--- config.mk ---
export PLATFORM = sky130hd
export DESIGN_NAME = ppm_port_mux
export DESIGN_NICKNAME = d
export VERILOG_FILES = /design/src/shared/ppm_pkg.sv /design/src/design/ppm_pin_cell.sv /design/src/design/ppm_port_mux.sv
export VERILOG_INCLUDE_DIRS = /design/src /design/src/shared
export SDC_FILE = /design/constraint.sdc
export NUM_CORES = 1
export LEC_CHECK = 0
export BUFFER_PORTS_ARGS = -buffer_cell sky130_fd_sc_hd__buf_2
export CAP_MARGIN = 10
export CORE_UTILIZATION = 40
export DETAILED_ROUTE_END_ITERATION = 7
export PLACE_DENSITY = 0.76
export SYNTH_ARGS = -nofsm -noshare
export SYNTH_HDL_FRONTEND = slang
export SYNTH_SLANG_ARGS = --single-unit
--- constraint.sdc ---
create_clock -name ref_clk -period 1.6 [get_ports ref_clk]
set_input_delay 0.08 -clock ref_clk [delete_from_list [all_inputs] [get_ports ref_clk]]
set_output_delay 0.08 -clock ref_clk [all_outputs]
set_load 0.01 [all_outputs]
--- src/shared/ppm_consts.svh ---
// constants for the port pin override mux: offsets, fields, reset values
// Behaviour
// - no pull override: pull-up when dir,latch,kill = 010
// - pull override forces pull-up to override value
// - direction bit drives output enable unless overridden
// - direction override value enables or disables driver
// - driven level from override value or latch
// - port value override sets pin output level
// - toggle override inverts the stored latch bit
// - input enable follows sleep state unless overridden
// - input enable override value decides input enable
// - schmitt tap reaches peripherals before the synchronizer
// - analog path goes straight to the pad
// - strobes per port, shared globals, per-pin overrides
// - port bit n: converter and change source n
// - all pull-ups off while reset is active
// - digital inputs enabled in reset, active, idle
// - clamp inputs in power-down, power-save, standby
// - writing one to pin input register toggles latch
// - reset tri-states every pin without a clock
`ifndef PPM_CONSTS_SVH
`define PPM_CONSTS_SVH

// register byte offsets
`define PPM_OFS_DIRECTION   8'h00
`define PPM_OFS_PORT_LATCH  8'h04
`define PPM_OFS_PIN_INPUT   8'h08
`define PPM_OFS_CONTROL     8'h0C
`define PPM_OFS_CHG_MASK    8'h10
`define PPM_OFS_ADC_DIG_DIS 8'h14

// control register fields
`define PPM_CTL_PULLUP_KILL 0
`define PPM_CTL_CHG_EN      1

// reset values
`define PPM_RST_DIRECTION   8'h00
`define PPM_RST_PORT_LATCH  8'h00
`define PPM_RST_CONTROL     8'h00
`define PPM_RST_CHG_MASK    8'h00
`define PPM_RST_ADC_DIG_DIS 8'h00

`endif

--- src/shared/ppm_pkg.sv ---
// types shared by the port pin override mux
package ppm_pkg;
    typedef logic [7:0] ppm_addr_t;
    typedef logic [7:0] ppm_byte_t;

    // operating state reported by the sleep controller
    typedef enum logic [2:0] {
        PPM_SLP_ACTIVE      = 3'h0,
        PPM_SLP_IDLE        = 3'h1,
        PPM_SLP_ADC_NR      = 3'h2,
        PPM_SLP_PWR_DOWN    = 3'h3,
        PPM_SLP_PWR_SAVE    = 3'h4,
        PPM_SLP_STANDBY     = 3'h5,
        PPM_SLP_EXT_STANDBY = 3'h6
    } ppm_sleep_e;
endpackage : ppm_pkg

--- src/design/ppm_pin_cell.sv ---
// one pin: merges override sources and derives pad controls
`timescale 1ns/100ps
module ppm_pin_cell #(
    parameter int NSRC = 2
) (
    input  wire logic [NSRC-1:0] pu_oe,
    input  wire logic [NSRC-1:0] pu_ov,
    input  wire logic [NSRC-1:0] dd_oe,
    input  wire logic [NSRC-1:0] dd_ov,
    input  wire logic [NSRC-1:0] pv_oe,
    input  wire logic [NSRC-1:0] pv_ov,
    input  wire logic [NSRC-1:0] tog,
    input  wire logic [NSRC-1:0] ie_oe,
    input  wire logic [NSRC-1:0] ie_ov,
    input  wire logic            direction_bit,
    input  wire logic            port_latch_bit,
    input  wire logic            global_pullup_kill,
    input  wire logic            sleep_clamp,
    output logic                 pullup_en,
    output logic                 drive_en,
    output logic                 drive_val,
    output logic                 input_en,
    output logic                 toggle_req,
    output logic                 eff_pu_oe,
    output logic                 eff_dd_oe,
    output logic                 eff_pv_oe,
    output logic                 eff_ie_oe
);
    logic pu_v;
    logic dd_v;
    logic pv_v;
    logic ie_v;

    // lowest source index wins; loop runs downward so it assigns last
    always_comb begin
        eff_pu_oe = 1'b0;
        eff_dd_oe = 1'b0;
        eff_pv_oe = 1'b0;
        eff_ie_oe = 1'b0;
        pu_v      = 1'b0;
        dd_v      = 1'b0;
        pv_v      = 1'b0;
        ie_v      = 1'b0;
        for (int s = NSRC - 1; s >= 0; s--) begin
            if (pu_oe[s]) begin
                eff_pu_oe = 1'b1;
                pu_v      = pu_ov[s];
            end
            if (dd_oe[s]) begin
                eff_dd_oe = 1'b1;
                dd_v      = dd_ov[s];
            end
            if (pv_oe[s]) begin
                eff_pv_oe = 1'b1;
                pv_v      = pv_ov[s];
            end
            if (ie_oe[s]) begin
                eff_ie_oe = 1'b1;
                ie_v      = ie_ov[s];
            end
        end
    end

    // pad controls from merged overrides or plain port bits
    always_comb begin
        if (eff_pu_oe) begin
            pullup_en = pu_v;
        end else begin
            pullup_en = !direction_bit && port_latch_bit && !global_pullup_kill;
        end
        drive_en   = eff_dd_oe ? dd_v : direction_bit;
        drive_val  = eff_pv_oe ? pv_v : port_latch_bit;
        input_en   = eff_ie_oe ? ie_v : !sleep_clamp;
        toggle_req = |tog;
    end
endmodule : ppm_pin_cell

--- src/design/ppm_port_mux.sv ---
// port with alternate-function overrides, register port and pad controls
`timescale 1ns/100ps
`include "ppm_consts.svh"
module ppm_port_mux #(
    parameter int W    = 8,
    parameter int NEXT = 1
) (
    input  wire logic                      ref_clk,
    input  wire logic                      arst_n,
    input  wire ppm_pkg::ppm_addr_t        reg_addr,
    input  wire ppm_pkg::ppm_byte_t        reg_wdata,
    input  wire logic                      reg_wr,
    input  wire logic                      reg_rd,
    output ppm_pkg::ppm_byte_t             reg_rdata_ff,
    input  wire ppm_pkg::ppm_sleep_e       sleep_mode,
    input  wire logic [NEXT-1:0][W-1:0]    pullup_override_enable,
    input  wire logic [NEXT-1:0][W-1:0]    pullup_override_value,
    input  wire logic [NEXT-1:0][W-1:0]    direction_override_enable,
    input  wire logic [NEXT-1:0][W-1:0]    direction_override_value,
    input  wire logic [NEXT-1:0][W-1:0]    port_value_override_enable,
    input  wire logic [NEXT-1:0][W-1:0]    port_value_override_value,
    input  wire logic [NEXT-1:0][W-1:0]    port_toggle_override,
    input  wire logic [NEXT-1:0][W-1:0]    input_enable_override_enable,
    input  wire logic [NEXT-1:0][W-1:0]    input_enable_override_value,
    input  wire logic [W-1:0]              pad_in,
    input  wire logic [W-1:0]              pad_analog_in,
    output logic [W-1:0]                   pad_out_ff,
    output logic [W-1:0]                   pad_oe_ff,
    output logic [W-1:0]                   pad_pullup_ff,
    output logic [W-1:0]                   pad_input_en_ff,
    output logic [W-1:0]                   schmitt_output_tap,
    output logic [W-1:0]                   pin_change_irq_source,
    output logic [W-1:0]                   analog_pad_link
);
    import ppm_pkg::*;

    localparam int NSRC = NEXT + 1;
    localparam ppm_byte_t RST_CTL = `PPM_RST_CONTROL;

    logic [W-1:0] direction_ff;
    logic [W-1:0] port_latch_ff;
    logic         global_pullup_kill_ff;
    logic         chg_en_ff;
    logic [W-1:0] chg_mask_ff;
    logic [W-1:0] adc_dig_dis_ff;
    logic [W-1:0] sync_stage_ff;
    logic [W-1:0] pin_input_sync_ff;

    logic [W-1:0] nxt_port_latch;
    logic [W-1:0] cell_pullup;
    logic [W-1:0] cell_drive_en;
    logic [W-1:0] cell_drive_val;
    logic [W-1:0] cell_input_en;
    logic [W-1:0] cell_toggle;
    logic [W-1:0] eff_pu_oe;
    logic [W-1:0] eff_dd_oe;
    logic [W-1:0] eff_pv_oe;
    logic [W-1:0] eff_ie_oe;
    logic [W-1:0] own_ie_oe;
    logic [W-1:0] own_ie_ov;
    logic         sleep_clamp;
    logic         port_latch_write_strobe;
    logic         pin_input_write_strobe;
    ppm_byte_t    nxt_rdata;

    // one strobe pair serves all pins of the port
    assign port_latch_write_strobe = reg_wr && (reg_addr == `PPM_OFS_PORT_LATCH);
    assign pin_input_write_strobe  = reg_wr && (reg_addr == `PPM_OFS_PIN_INPUT);

    // power-down, power-save and standby clamp the schmitt input; reset leaves state active
    always_comb begin
        case (sleep_mode)
            PPM_SLP_PWR_DOWN: sleep_clamp = 1'b1;
            PPM_SLP_PWR_SAVE: sleep_clamp = 1'b1;
            PPM_SLP_STANDBY:  sleep_clamp = 1'b1;
            default:          sleep_clamp = 1'b0;
        endcase
    end

    // port a own source: change-irq pins and converter digital disable
    assign own_ie_ov = chg_mask_ff & {W{chg_en_ff}};
    assign own_ie_oe = own_ie_ov | adc_dig_dis_ff;

    // per-pin cells; external sources rank above the port's own source
    generate
        for (genvar p = 0; p < W; p++) begin : g_pin
            logic [NSRC-1:0] s_pu_oe;
            logic [NSRC-1:0] s_pu_ov;
            logic [NSRC-1:0] s_dd_oe;
            logic [NSRC-1:0] s_dd_ov;
            logic [NSRC-1:0] s_pv_oe;
            logic [NSRC-1:0] s_pv_ov;
            logic [NSRC-1:0] s_tog;
            logic [NSRC-1:0] s_ie_oe;
            logic [NSRC-1:0] s_ie_ov;
            for (genvar s = 0; s < NEXT; s++) begin : g_src
                // each override is a separate signal for every pin
                assign s_pu_oe[s] = pullup_override_enable[s][p];
                assign s_pu_ov[s] = pullup_override_value[s][p];
                assign s_dd_oe[s] = direction_override_enable[s][p];
                assign s_dd_ov[s] = direction_override_value[s][p];
                assign s_pv_oe[s] = port_value_override_enable[s][p];
                assign s_pv_ov[s] = port_value_override_value[s][p];
                assign s_tog[s]   = port_toggle_override[s][p];
                assign s_ie_oe[s] = input_enable_override_enable[s][p];
                assign s_ie_ov[s] = input_enable_override_value[s][p];
            end
            // converter and change-irq functions never touch drive controls
            assign s_pu_oe[NEXT] = 1'b0;
            assign s_pu_ov[NEXT] = 1'b0;
            assign s_dd_oe[NEXT] = 1'b0;
            assign s_dd_ov[NEXT] = 1'b0;
            assign s_pv_oe[NEXT] = 1'b0;
            assign s_pv_ov[NEXT] = 1'b0;
            assign s_tog[NEXT]   = 1'b0;
            assign s_ie_oe[NEXT] = own_ie_oe[p];
            assign s_ie_ov[NEXT] = own_ie_ov[p];

            ppm_pin_cell #(
                .NSRC (NSRC)
            ) u_cell (
                .pu_oe              (s_pu_oe),
                .pu_ov              (s_pu_ov),
                .dd_oe              (s_dd_oe),
                .dd_ov              (s_dd_ov),
                .pv_oe              (s_pv_oe),
                .pv_ov              (s_pv_ov),
                .tog                (s_tog),
                .ie_oe              (s_ie_oe),
                .ie_ov              (s_ie_ov),
                .direction_bit      (direction_ff[p]),
                .port_latch_bit     (port_latch_ff[p]),
                .global_pullup_kill (global_pullup_kill_ff),
                .sleep_clamp        (sleep_clamp),
                .pullup_en          (cell_pullup[p]),
                .drive_en           (cell_drive_en[p]),
                .drive_val          (cell_drive_val[p]),
                .input_en           (cell_input_en[p]),
                .toggle_req         (cell_toggle[p]),
                .eff_pu_oe          (eff_pu_oe[p]),
                .eff_dd_oe          (eff_dd_oe[p]),
                .eff_pv_oe          (eff_pv_oe[p]),
                .eff_ie_oe          (eff_ie_oe[p])
            );
        end
    endgenerate

    // direction register
    always_ff @(posedge ref_clk or negedge arst_n) begin
        if (!arst_n) begin
            direction_ff <= `PPM_RST_DIRECTION;
        end else if (reg_wr && (reg_addr == `PPM_OFS_DIRECTION)) begin
            direction_ff <= reg_wdata[W-1:0];
        end
    end

    // latch: write, then pin-register toggles and override toggles on top
    always_comb begin
        nxt_port_latch = port_latch_ff;
        if (port_latch_write_strobe) begin
            nxt_port_latch = reg_wdata[W-1:0];
        end
        if (pin_input_write_strobe) begin
            nxt_port_latch = nxt_port_latch ^ reg_wdata[W-1:0];
        end
        nxt_port_latch = nxt_port_latch ^ cell_toggle;
    end

    always_ff @(posedge ref_clk or negedge arst_n) begin
        if (!arst_n) begin
            port_latch_ff <= `PPM_RST_PORT_LATCH;
        end else begin
            port_latch_ff <= nxt_port_latch;
        end
    end

    // control, change mask and converter digital disable
    always_ff @(posedge ref_clk or negedge arst_n) begin
        if (!arst_n) begin
            global_pullup_kill_ff <= RST_CTL[`PPM_CTL_PULLUP_KILL];
            chg_en_ff             <= RST_CTL[`PPM_CTL_CHG_EN];
            chg_mask_ff           <= `PPM_RST_CHG_MASK;
            adc_dig_dis_ff        <= `PPM_RST_ADC_DIG_DIS;
        end else if (reg_wr) begin
            if (reg_addr == `PPM_OFS_CONTROL) begin
                global_pullup_kill_ff <= reg_wdata[`PPM_CTL_PULLUP_KILL];
                chg_en_ff             <= reg_wdata[`PPM_CTL_CHG_EN];
            end
            if (reg_addr == `PPM_OFS_CHG_MASK) begin
                chg_mask_ff <= reg_wdata[W-1:0];
            end
            if (reg_addr == `PPM_OFS_ADC_DIG_DIS) begin
                adc_dig_dis_ff <= reg_wdata[W-1:0];
            end
        end
    end

    // pad controls registered; async reset tri-states with no clock
    always_ff @(posedge ref_clk or negedge arst_n) begin
        if (!arst_n) begin
            pad_oe_ff       <= '0;
            pad_pullup_ff   <= '0;
            pad_out_ff      <= '0;
            pad_input_en_ff <= '1;
        end else begin
            pad_oe_ff       <= cell_drive_en;
            pad_pullup_ff   <= cell_pullup;
            pad_out_ff      <= cell_drive_val;
            pad_input_en_ff <= cell_input_en;
        end
    end

    // clamped schmitt output, unsynchronized for peripherals
    assign schmitt_output_tap    = pad_in & pad_input_en_ff;
    assign pin_change_irq_source = schmitt_output_tap;
    // analog path is a plain wire to the pad, no gating
    assign analog_pad_link       = pad_analog_in;

    // two-stage synchronizer feeding the pin input register
    always_ff @(posedge ref_clk or negedge arst_n) begin
        if (!arst_n) begin
            sync_stage_ff     <= '0;
            pin_input_sync_ff <= '0;
        end else begin
            sync_stage_ff     <= schmitt_output_tap;
            pin_input_sync_ff <= sync_stage_ff;
        end
    end

    // read mux; unmapped offsets read zero
    always_comb begin
        nxt_rdata = 8'h00;
        case (reg_addr)
            `PPM_OFS_DIRECTION:   nxt_rdata[W-1:0] = direction_ff;
            `PPM_OFS_PORT_LATCH:  nxt_rdata[W-1:0] = port_latch_ff;
            `PPM_OFS_PIN_INPUT:   nxt_rdata[W-1:0] = pin_input_sync_ff;
            `PPM_OFS_CONTROL: begin
                nxt_rdata[`PPM_CTL_PULLUP_KILL] = global_pullup_kill_ff;
                nxt_rdata[`PPM_CTL_CHG_EN]      = chg_en_ff;
            end
            `PPM_OFS_CHG_MASK:    nxt_rdata[W-1:0] = chg_mask_ff;
            `PPM_OFS_ADC_DIG_DIS: nxt_rdata[W-1:0] = adc_dig_dis_ff;
            default:              nxt_rdata = 8'h00;
        endcase
    end

    // read data valid only in the cycle after the strobe
    always_ff @(posedge ref_clk or negedge arst_n) begin
        if (!arst_n) begin
            reg_rdata_ff <= 8'h00;
        end else if (reg_rd) begin
            reg_rdata_ff <= nxt_rdata;
        end else begin
            reg_rdata_ff <= 8'h00;
        end
    end

    // checks on pin 0, except sync, reset and read checks on the whole port; every pin runs the same cell
    a_pull_plain: assert property (@(posedge ref_clk) disable iff (!arst_n)
        !eff_pu_oe[0] |=> pad_pullup_ff[0] ==
        (!$past(direction_ff[0]) && $past(port_latch_ff[0]) && !$past(global_pullup_kill_ff)))
        else $error("pull-up wrong without override");

    a_pull_forced: assert property (@(posedge ref_clk) disable iff (!arst_n)
        pullup_override_enable[0][0]
        |=> pad_pullup_ff[0] == $past(pullup_override_value[0][0]))
        else $error("pull-up ignores override value");

    a_dir_plain: assert property (@(posedge ref_clk) disable iff (!arst_n)
        !eff_dd_oe[0] |=> pad_oe_ff[0] == $past(direction_ff[0]))
        else $error("driver enable not from direction bit");

    a_dir_forced: assert property (@(posedge ref_clk) disable iff (!arst_n)
        direction_override_enable[0][0]
        |=> pad_oe_ff[0] == $past(direction_override_value[0][0]))
        else $error("driver enabled against override");

    a_value_plain: assert property (@(posedge ref_clk) disable iff (!arst_n)
        !eff_pv_oe[0] |=> pad_out_ff[0] == $past(port_latch_ff[0]))
        else $error("pin level not from latch");

    a_toggle_flip: assert property (@(posedge ref_clk) disable iff (!arst_n)
        (cell_toggle[0] && !reg_wr) |=> port_latch_ff[0] != $past(port_latch_ff[0]))
        else $error("toggle override did not invert latch");

    a_pin_toggle: assert property (@(posedge ref_clk) disable iff (!arst_n)
        (pin_input_write_strobe && reg_wdata[0] && !cell_toggle[0])
        |=> port_latch_ff[0] != $past(port_latch_ff[0]))
        else $error("pin register write did not toggle latch");

    a_input_clamp: assert property (@(posedge ref_clk) disable iff (!arst_n)
        (!eff_ie_oe[0] && sleep_mode == PPM_SLP_PWR_DOWN) |=> !pad_input_en_ff[0])
        else $error("input not clamped in power-down");

    a_input_idle: assert property (@(posedge ref_clk) disable iff (!arst_n)
        (!eff_ie_oe[0] && sleep_mode == PPM_SLP_IDLE) |=> pad_input_en_ff[0])
        else $error("input disabled in idle");

    a_sync_delay: assert property (@(posedge ref_clk) disable iff (!arst_n)
        ##2 pin_input_sync_ff == $past(schmitt_output_tap, 2))
        else $error("pin input not two cycles behind tap");

    a_reset_hiz: assert property (@(posedge ref_clk) disable iff (!arst_n)
        $rose(arst_n) |-> (pad_oe_ff == '0) && (pad_pullup_ff == '0))
        else $error("pins not tri-stated after reset");

    a_read_once: assert property (@(posedge ref_clk) disable iff (!arst_n)
        !reg_rd |=> reg_rdata_ff == 8'h00)
        else $error("read data outside its cycle");

    a_value_forced: assert property (@(posedge ref_clk) disable iff (!arst_n)
        port_value_override_enable[0][0]
        |=> pad_out_ff[0] == $past(port_value_override_value[0][0]))
        else $error("level ignores override");

    a_input_forced: assert property (@(posedge ref_clk) disable iff (!arst_n)
        input_enable_override_enable[0][0]
        |=> pad_input_en_ff[0] == $past(input_enable_override_value[0][0]))
        else $error("input ignores override");

    a_input_active: assert property (@(posedge ref_clk) disable iff (!arst_n)
        (!eff_ie_oe[0] && sleep_mode == PPM_SLP_ACTIVE)
        |=> pad_input_en_ff[0])
        else $error("input off while active");

    a_clamp_deep: assert property (@(posedge ref_clk) disable iff (!arst_n)
        (!eff_ie_oe[0] && sleep_mode inside {PPM_SLP_PWR_SAVE, PPM_SLP_STANDBY})
        |=> !pad_input_en_ff[0])
        else $error("input not clamped");

    a_chg_keep: assert property (@(posedge ref_clk) disable iff (!arst_n)
        (!input_enable_override_enable[0][0] && chg_en_ff && chg_mask_ff[0])
        |=> pad_input_en_ff[0])
        else $error("change pin input off");

    a_conv_off: assert property (@(posedge ref_clk) disable iff (!arst_n)
        (!input_enable_override_enable[0][0] && adc_dig_dis_ff[0] && !chg_mask_ff[0])
        |=> !pad_input_en_ff[0])
        else $error("converter pin input on");
endmodule : ppm_port_mux

==> impl_results.md <==
* Status: finished, final reports clean
* Clk_lat worst skew at 0.34 ns
* Gr ovfl total at 0
* Crit path from: port_latch_ff[5]
* Area share of the largest cell type after synthesis at 43.7%
* PortBufs at 158
* Max Slew Vio Count at 0
* DRT iter0 DRCs at 303
* Setup bufs post-CTS at 0
* Commonest cells post-synth: dfrtp_1 (82), nand2_1 (37), nor2_1 (29)
* # setup viols final at 0
* Initial Util at 41.1%
* Layout fillers at 953
* Worst Tran Pin Value at roughly 0.42 ns
* Total power at around 6.7 mW
* Crit Path Max Fanout at 7
* DP Worst Slack at -0.179 ns
* Unrepaired setup endpoints after global routing: false
* HP Start: direction_override_enable[3]
* Pin count of the biggest net entering global routing at 30
* CORE AREA at 11,400 sq um
* Peak supply drop at about 0.54 mV
* Unique masters post-synth at 45
* Die area at around 12,000 sq um
* RR Startpoint: port_latch_ff[5]
* Crit path arrival time at 1.78 ns
* Worst R2R End: pad_out_ff[5]
* Nets at between 700 and 800
* Die Span Y at 110 um
* Die width at roughly 110 um
* Count leader, synth: dfrtp_1
* R2r setup slk at 0.05 ns
* Max Cap Viol at 0
* Drt total wl at approximately 15 mm
* Final hold viol count at 0
* Vias per inst at around 5.5
* P per Cell Area at a little under 1000 nW/um^2
* Register-to-Register Path Depth at 3
* Internal power at 4.69 mW
* Via Count at 4,577
* Slew headroom at between 70% and 80%
* Clock Skew at 0.0132 ns
* Largest buffer count on any clock path at 2
* Yosys Warn Count at 0
* GP Congestion at 0.861
* Reg power frac at 42.2%
* Switching power at 1.97 mW
* Root Driver: clkbuf_16
* Syn Area/Cell at 10.6 sq um
* First-pass GRT wire length at ~23 mm
* Mapped cell area at between 4000 and 5000 sq um
* Critical Path End Type: register
* Kind of critical path: reg -> reg
* Tcrit/Tclk final at between 90 and 100%
* Leak at 3.28 nW
* Vias in the first global route at roughly 4,600
* Clock share of power at 32.8%
* H-Tree Depth at 3
* Row cnt at 39
* Period minus WS final at 1.55 ns
* Hold depth at 2
* Post-synth EDFFs at 0
* Initial antenna violation count at 0
* Worst hold path type: in -> reg
* Asr flop ratio synth at 100%
* Reg clk slew, reported paths at 0.07 ns
* Mapped Cells at 444
* DRT Pass-1 Iters at 5
* CTS tree: done
* # IOs at 175
* Register area share after synthesis at between 40% and 50%
* Gate power share at 25.0%
* Hpwl dp at 10.3 mm
* Mapped Nets at 555
* Sw Ratio at 29.5%
* CP Launch Type: register
* CP Data Required Time at 1.83 ns
* Total GRT Usage at 25.6%
* TritonCTS Buffers at 9
* DR WL/cell at 17.9 um
* Yosys top cell by area: dfrtp_1
* Min setup slack post-route at 0.0528 ns
* Final hold slack at 0.00748 ns
* Post-synth top flop: dfrtp_1
* Fmax at ~650 MHz
* Layout cells sized above 1 at 38.4%
* Min-Delay Endpoint: pad_oe_ff[3]
* Flops & latches, synth at 90
* Util after Layout at 59.3%
* Clock Sink Count at 90
* ANT nets after route at 0
* # diodes at 0
* Synth-to-layout area growth at 44.2%
* DRC at 0
* Top post-synthesis cells by area: dfrtp_1 (44%), mux2_2 (6.0%), dfstp_2 (4.5%), nand2b_1 (3.6%), mux2i_1 (3.0%)
[how the worst max path moves through the flow]
stage	to	slack, ns	cells after the start
after CTS	port_latch_ff[0]	0.02	4
final	pad_out_ff[5]	0.05	3
after global routing	pad_pullup_ff[1]	0.006	4
after floorplan	adc_dig_dis_ff[0]	0.02	5
after detailed placement	adc_dig_dis_ff[3]	-0.18	6
after global placement	adc_dig_dis_ff[0]	-0.15	6
[cell families after synthesis]
family	Yosys count	synth area share, %
simple gates	161	19.4
buf+inv	44	5.11
flops	90	48.2
mux	55	13.5
compound gates	94	13.9
[registers in the layout, indices dropped and copies added, names as in the netlist]
signal / flops
port_latch_ff: 8
direction_ff: 8
pad_oe_ff: 8
pin_input_sync_ff: 8
pad_pullup_ff: 8
adc_dig_dis_ff: 8
chg_mask_ff: 8
sync_stage_ff: 8
reg_rdata_ff: 8
pad_input_en_ff: 8
global_pullup_kill_ff: 1
pad_out_ff: 8
chg_en_ff: 1
[cell type report]
cell class                      count  area (sq um)  area share [%]
Multi-Input combinational cell    310          2200            32.5
Clock buffer                       11           243            3.58
Sequential cell                    90          2270            33.5
Timing Repair Buffer              266          1800            26.6
Inverter                            5          18.8           0.277
Clock inverter                      5          63.8           0.942
Tap cell                          143           179            2.64
[power groups by stage]
stage / clock (mW) / sequential, mW / combinational, mW
5_1_grt: 2.31 / 2.85 / 1.83
3_5_place_dp: 0 / 2.85 / 1.41
4_1_cts: 2.21 / 2.80 / 1.64
6_report: 2.18 / 2.81 / 1.66
2_1_floorplan: 0 / 2.82 / 0.715
3_3_place_gp: 0 / 2.83 / 1.34
[critical path, cell delays in order, from the launching register on]
cell and delay (ns):
dfrtp_1 0.44, buf_4 0.19, mux2_2 0.25, dlygate4sd3_1 0.55
[placed cells by master, fill, tap and decap left out, types with 5 or more instances in the layout]
cell,synthesis,final
a2111oi_0,8,6
a211oi_1,8,8
a21oi_1,10,10
a22oi_1,10,10
a2bb2oi_1,12,12
and2_1,8,8
and4_1,8,8
buf_2,6,157
buf_4,16,39
clkbuf_16,0,9
dfrtp_1,82,78
dfstp_2,8,8
dlygate4sd3_1,0,68
inv_1,5,5
mux2_1,8,8
mux2_2,25,25
mux2_4,8,8
mux2i_1,14,14
nand2_1,37,37
nand2b_1,27,27
nand3_1,8,8
nor2_1,29,29
nor3b_1,9,9
nor4_1,9,9
nor4bb_1,8,8
o21ai_0,28,28
o32ai_1,8,8
[what timing repair did]
action	in CTS	in global routing
endpoints found under the setup margin	0	8
gates resized for setup	0	7
endpoints found under the hold margin	54	0
hold buffers	68	0
[routing by layer]
layer / vias to the layer above / global-route usage [%] / wire (um) / part of all wire (%)
li1: 2095 / - / - / -
met1: 2223 / 30.4 / 6030 / 40
met2: 231 / 46.2 / 7520 / 50
met3: 28 / 5.17 / 1100 / 7.4
met4: 0 / 7.71 / 246 / 1.7
met5: - / 0 / 0 / 0
[per-stage QoR]
| step | TNS, ns | cell area, sq um | std cells |
|---|---|---|---|
| after global placement | -2.57 | 5770 | 746 |
| after global routing | 0 | 6780 | 830 |
| after detailed placement | -3.07 | 5770 | 746 |
| after CTS | 0 | 6760 | 830 |
| after floorplan | 0 | 4700 | 444 |
| final | 0 | 6780 | 830 |
No activity file was read; power rests on OpenSTA's default activity.
